## src/verilog/fhvg_pkg.sv

```systemverilog
// fhvg_pkg: constants for the flash high-voltage register gate.
// assumes a byte-wide register port with a 17-bit byte address.
package fhvg_pkg;
	localparam int          FHVG_AW          = 17;
	localparam int          FHVG_DW          = 8;
	// register byte addresses
	localparam logic [16:0] FHVG_CTL_ADDR    = 17'h0FF80;
	localparam logic [16:0] FHVG_EBS1_ADDR   = 17'h0FF82;
	localparam logic [16:0] FHVG_EBS2_ADDR   = 17'h0FF83;
	// first programmer address past the implemented array (largest variant)
	localparam logic [16:0] FHVG_ARRAY_TOP   = 17'h08000;
	// field positions
	localparam int          FHVG_CTL_HV_BIT  = 7;
	// reset and fill values
	localparam logic [7:0]  FHVG_CTL_RST     = 8'h80;
	localparam logic [7:0]  FHVG_EBS_RST     = 8'h00;
	localparam logic [7:0]  FHVG_ALL_ONES    = 8'hFF;
	localparam logic [7:0]  FHVG_ZERO        = 8'h00;
	// synchroniser depth for the comparator output
	localparam int          FHVG_SYNC_STAGES = 2;
endpackage

```

## src/verilog/fhvg_gate.sv

```systemverilog
// fhvg_gate: flash control and erase block select registers, gated by
// the high-voltage detect flag, plus programmer-mode all-ones padding.
// assumes a one-cycle strobe register port and an external array read bus.
//
// Summary of operation
// - high-voltage flag follows the supply comparator threshold decision.
// - with the flag set, control and both block selects accept writes.
// - control at FF80, block selects at FF82 and FF83, only under high voltage.
// - user mode with high voltage: control read/write, reset value 80.
// - user mode without high voltage: control address ignores writes, reads FF.
// - bit 7 at the control address always reads one.
// - programmer mode: addresses past the array up to 1FFFF read FF.
`timescale 1ns/1ns
module fhvg_gate
	import fhvg_pkg::*;
(
	input  wire logic               clk_in,             // 125 MHz system clock
	input  wire logic               rst_b_in,           // synchronous reset, active low
	input  wire logic               hv_compare_in,      // supply pin comparator output
	input  wire logic               prog_mode_in,       // 1: programmer mode
	input  wire logic [FHVG_AW-1:0] addr_in,            // byte address
	input  wire logic [FHVG_DW-1:0] wdata_in,           // write data
	input  wire logic               wr_in,              // write strobe
	input  wire logic               rd_in,              // read strobe
	input  wire logic [FHVG_DW-1:0] array_rdata_in,     // flash array read data
	output logic      [FHVG_DW-1:0] rdata_out,          // read data, cycle after rd_in
	output logic      [FHVG_DW-1:0] flash_control_out,  // control register
	output logic      [FHVG_DW-1:0] erase_sel_1_out,    // erase block select 1
	output logic      [FHVG_DW-1:0] erase_sel_2_out,    // erase block select 2
	output logic                    hv_flag_out         // registered high-voltage flag
);
	typedef struct packed {
		logic               hv;
		logic [FHVG_DW-1:0] ctl;
		logic [FHVG_DW-1:0] ebs1;
		logic [FHVG_DW-1:0] ebs2;
		logic [FHVG_DW-1:0] rdata;
	} fhvg_state_s;

	// registered state; the flag lags the comparator by three edges in all
	fhvg_state_s st_q;
	fhvg_state_s st_d;
	logic        hv_sync;  // comparator after the two synchroniser stages

	// comparator output is asynchronous to the bus; sync it first
	fhvg_sync u_hv_sync (
		.clk_in    (clk_in),
		.rst_b_in  (rst_b_in),
		.level_in  (hv_compare_in),
		.level_out (hv_sync)
	);

	// register gating, write and read decode
	always_comb begin
		st_d       = st_q;
		st_d.hv    = hv_sync;
		// read data stand one cycle only, zero when no read was taken
		st_d.rdata = FHVG_ZERO;
		// gating uses the registered flag so decode and readback agree
		if (!st_q.hv) begin
			// registers drop back so no program/erase bit survives supply loss
			st_d.ctl  = FHVG_CTL_RST;
			st_d.ebs1 = FHVG_EBS_RST;
			st_d.ebs2 = FHVG_EBS_RST;
		end else if (wr_in) begin
			unique case (addr_in)
				FHVG_CTL_ADDR: begin
					st_d.ctl = wdata_in | FHVG_CTL_RST;
				end
				FHVG_EBS1_ADDR: begin
					st_d.ebs1 = wdata_in;
				end
				FHVG_EBS2_ADDR: begin
					st_d.ebs2 = wdata_in;
				end
				default: begin
					// other addresses belong to the array, nothing stored here
					st_d.ctl = st_q.ctl;
				end
			endcase
		end
		if (rd_in) begin
			if (prog_mode_in) begin
				// unimplemented programmer range pads with ones
				st_d.rdata = (addr_in >= FHVG_ARRAY_TOP) ? FHVG_ALL_ONES : array_rdata_in;
			end else if (addr_in == FHVG_CTL_ADDR) begin
				st_d.rdata = st_q.hv ? st_q.ctl : FHVG_ALL_ONES;
			end else if (addr_in == FHVG_EBS1_ADDR) begin
				st_d.rdata = st_q.hv ? st_q.ebs1 : FHVG_ALL_ONES;
			end else if (addr_in == FHVG_EBS2_ADDR) begin
				st_d.rdata = st_q.hv ? st_q.ebs2 : FHVG_ALL_ONES;
			end else begin
				st_d.rdata = array_rdata_in;
			end
		end
	end

	// reset drops the flag, so registers stay closed until the supply is seen again
	always_ff @(posedge clk_in) begin
		if (!rst_b_in) begin
			st_q.hv    <= 1'b0;
			st_q.ctl   <= FHVG_CTL_RST;
			st_q.ebs1  <= FHVG_EBS_RST;
			st_q.ebs2  <= FHVG_EBS_RST;
			st_q.rdata <= FHVG_ZERO;
		end else begin
			st_q <= st_d;
		end
	end

	// outputs come straight off the state register
	assign rdata_out         = st_q.rdata;
	assign flash_control_out = st_q.ctl;
	assign erase_sel_1_out   = st_q.ebs1;
	assign erase_sel_2_out   = st_q.ebs2;
	assign hv_flag_out       = st_q.hv;
endmodule

```

## src/verilog/fhvg_sync.sv

```systemverilog
// fhvg_sync: two-flop synchroniser for a level input.
// assumes the input may change at any time relative to clk_in.
`timescale 1ns/1ns
module fhvg_sync
	import fhvg_pkg::*;
(
	input  wire logic clk_in,    // system clock
	input  wire logic rst_b_in,  // synchronous reset, active low
	input  wire logic level_in,  // asynchronous level
	output logic      level_out  // synchronised level
);
	typedef struct packed {
		logic [FHVG_SYNC_STAGES-1:0] stage;
	} fhvg_sync_s;

	fhvg_sync_s st_q;
	fhvg_sync_s st_d;

	// shift chain; only the last stage is read outside
	always_comb begin
		st_d.stage = {st_q.stage[FHVG_SYNC_STAGES-2:0], level_in};
	end

	always_ff @(posedge clk_in) begin
		if (!rst_b_in) begin
			st_q <= '0;
		end else begin
			st_q <= st_d;
		end
	end

	assign level_out = st_q.stage[FHVG_SYNC_STAGES-1];
endmodule
```

## config.mk

```make
export PLATFORM = sky130hd
export DESIGN_NAME = fhvg_gate
export DESIGN_NICKNAME = d
export VERILOG_FILES = /design/src/verilog/fhvg_pkg.sv /design/src/verilog/fhvg_gate.sv /design/src/verilog/fhvg_sync.sv
export SDC_FILE = /design/constraint.sdc
export NUM_CORES = 1
export LEC_CHECK = 0
export BUFFER_PORTS_ARGS = -buffer_cell sky130_fd_sc_hd__buf_2
export CORE_ASPECT_RATIO = 0.6
export CORE_MARGIN = 2
export CORE_UTILIZATION = 51
export DETAILED_ROUTE_END_ITERATION = 10
export GPL_TIMING_DRIVEN = 0
export PLACE_DENSITY = 0.9
export SYNTH_ARGS = -nofsm -noshare
export SYNTH_HDL_FRONTEND = slang
export SYNTH_SLANG_ARGS = --single-unit
```

## constraint.sdc

```tcl
create_clock -name clk_in -period 5.6 [get_ports clk_in]
set_input_delay 0.28 -clock clk_in [delete_from_list [all_inputs] [get_ports clk_in]]
set_output_delay 0.28 -clock clk_in [all_outputs]
set_load 0.01 [all_outputs]
```

==> metrics.md <==
| Metric | Value |
|---|---|
| PD cells | `222.6 mW/mm2` |
| Violation count after the first detailed-route iteration | `221` |
| Post-Syn Nets | `246` |
| Max_cap viols | `0` |
| WL final | `5.549 mm` |
| Clk slew on worst S/H paths | `0.06 ns` |
| Residual DRC | `0` |
| Total number of vias | `2,048` |
| Setup-failing EPs final | `0` |
| WL/cell | `16.87 um` |
| Drt first pass iters | `5` |
| Fill cells | `274` |
| Total power | `485.2 uW` |
| Diode count | `0` |
| WS Path Type | `in2reg` |
| First-pass GRT wire length | `8.549 mm` |
| Post-DP HPWL | `4.153 mm` |
| Max IR drop VDD | `186.7 uV` |
| Core area | `0.003203 mm2` |
| Die ar. | `0.003798 mm2` |
| Initial antenna violation count | `0` |
| Highest clock rate | `458.6 MHz` |
| ANT nets after route | `0` |
| RSZ-0062 raised after global routing | `false` |
| Most frequent cells in the layout | `buf_2 (71), o21ai_0 (35), dfxtp_1 (34), a21oi_1 (29), nor2_1 (20)` |
| Commonest non-fill, non-tap cell in the layout | `buf_2` |
| Outcome | `finished clean` |
| Initial Util | `0.5266` |
| Sequential area share after synthesis | `0.4036` |
| Slowest CP cell | `nor4_2` |
| Top Ports | `72` |
| Die X | `78.24 um` |
| Largest net degree at the start of global routing | `11` |
| Worst EP arrival | `2.36 ns` |
| CTS root buf | `clkbuf_8` |
| Post-Syn Area | `0.001687 mm2` |
| H-tree depth | `2` |
| Multi-input gate area | `917.1 um2` |
| Setup Skew | `0.003196 ns` |
| Top cells by area, synth | `dfxtp_1 (40%), o21ai_0 (10%), a21oi_1 (8.6%), nand4_1 (6.3%), nand4b_1 (4.7%)` |
| Vias per cell | `6.225` |
| Final hold vios | `0` |
| Die Y | `48.55 um` |
| Type of destination of the critical path | `flip-flop` |
| Max-slew headroom | `0.4150` |
| Sequential cell area | `680.7 um2` |
| Least-Margin Pin Slew | `0.8709 ns` |
| Layout area overhead | `29.23%` |
| Top-area cell type share of the netlist area | `0.4036` |
| CP max stage delay | `0.70 ns` |
| Mapped Avg Cell Area | `8.148 um2` |
| Final core utilization | `0.6805` |
| Largest area contributor in the netlist | `dfxtp_1` |
| Post_cts resized | `0` |
| Overflow after GRT | `0` |
| Yosys reg bits | `34` |
| Clk_lat worst skew | `0.29 ns` |
| FFs w/ async S/R, synth | `0` |
| Leakage Power | `0.0009047 uW` |
| Vias in the first global route | `1,823` |
| Slew Limit Fails | `0` |
| CTS tree | `yes` |
| Yosys cell types | `34` |
| Post-CTS Hold Buffers | `0` |
| Routability-driven placement congestion ratio | `0.9480` |
| CP startpoint kind | `primary input` |
| Tmin final | `2.180 ns` |
| Required @ worst endpoint | `5.78 ns` |
| Cell Chain, Critical Path | `buf_2 > or4_4 > nor4_2 > nand4b_1 > o221a_2` |
| GRT Overall Usage | `0.2882` |
| Clock buffer depth | `2` |
| Row cnt | `16` |
| Yosys warnings | `0` |
| Worst hold path type | `in2reg` |
| Clock sink count | `34` |
| Number of synthesized flops with an enable pin | `0` |
| Post-synth top flop | `dfxtp_1` |
| Syn Inst Count | `207` |
| IO buf count | `69` |
| Final Net Count | `322` |
| CTS buffer count | `5` |
| Layout cells sized above 1 | `0.3169` |
| Post-CTS setup buffers | `0` |
| Final worst-path cycle share | `0.3894` |
| Max FO, Critical Path | `8` |
| Fin Setup TNS | `0 ns` |
cell usage after synthesis (all sizes together) (3+ instances only):
cell    instances
o21ai          35
dfxtp          34
a21oi          29
nor2           20
nand4          17
clkbuf         12
nand4b          9
a211oi          6
a21o            6
and2            4
buf             4
inv             4
o221a           4
nand2           3
or4             3
registers in the layout, summed over array words and instances, names as in the netlist:
signal,count
flash_control_out,7
rdata_out,8
erase_sel_2_out,8
u_hv_sync.st_q,2
hv_flag_out,1
erase_sel_1_out,8
final timing paths:
path                     startpoint           endpoint  slack, ns  depth (start not counted)
hold / removal        hv_compare_in  u_hv_sync.st_q[0]       0.21                          2
setup reg to reg        hv_flag_out       rdata_out[5]       4.03                          4
setup / recovery         addr_in[5]       rdata_out[3]       3.42                          5
hold reg to reg   u_hv_sync.st_q[1]        hv_flag_out       0.44                          1
worst max-delay path: cells and delay by family:
family	cells	cell delay (ns)
AND/OR/NAND/NOR	3	1.61
AO/OA/AOI/OAI	1	0.37
buffers and inverters	1	0.09
layout make-up:
| class | count | share of cell area |
|---|---|---|
| Multi-Input combinational cell | 153 | 0.4208 |
| Sequential cell | 34 | 0.3123 |
| Timing Repair Buffer | 69 | 0.1584 |
| Clock buffer | 7 | 0.03961 |
| Buffer | 16 | 0.03387 |
| Tap cell | 45 | 0.02583 |
| Inverter | 4 | 0.006889 |
| Clock inverter | 1 | 0.002296 |
routing by layer:
layer,GRT usage,routed length [um],up-vias
li1,-,-,929
met1,0.3974,2280,940
met2,0.4382,2426,156
met3,0.08209,721,23
met4,0.09064,121,0
met5,0,0,-
cell families after synthesis:
group / count (synthesis) / synth area share
AOI/OAI and AO/OA: 85 / 0.2923
buffers and inverters: 20 / 0.05267
DFF: 34 / 0.4036
muxes: 1 / 0.006676
other: 1 / 0.002223
and+or+nand+nor: 66 / 0.2426
through the flow:
stage / hold WS [ns] / setup WS, ns / cell area (um2) / instances
global route: 0.1936 / 3.355 / 2180 / 329
floorplan: 0.4017 / 3.530 / 1687 / 207
detailed placement: 0.4255 / 3.198 / 2088 / 321
global placement: 0.4169 / 3.282 / 2088 / 321
CTS: 0.2049 / 3.501 / 2180 / 329
finish: 0.2057 / 3.420 / 2180 / 329
power breakdown:
part / internal [uW] / switching, uW / leakage, uW / total [uW]
Clock: 99.1 / 86.0 / 0.0000482 / 185
Combinational: 22.6 / 30.6 / 0.000581 / 53.2
Sequential: 246 / 1.20 / 0.000276 / 247
No activity file was read; power rests on OpenSTA's default activity.
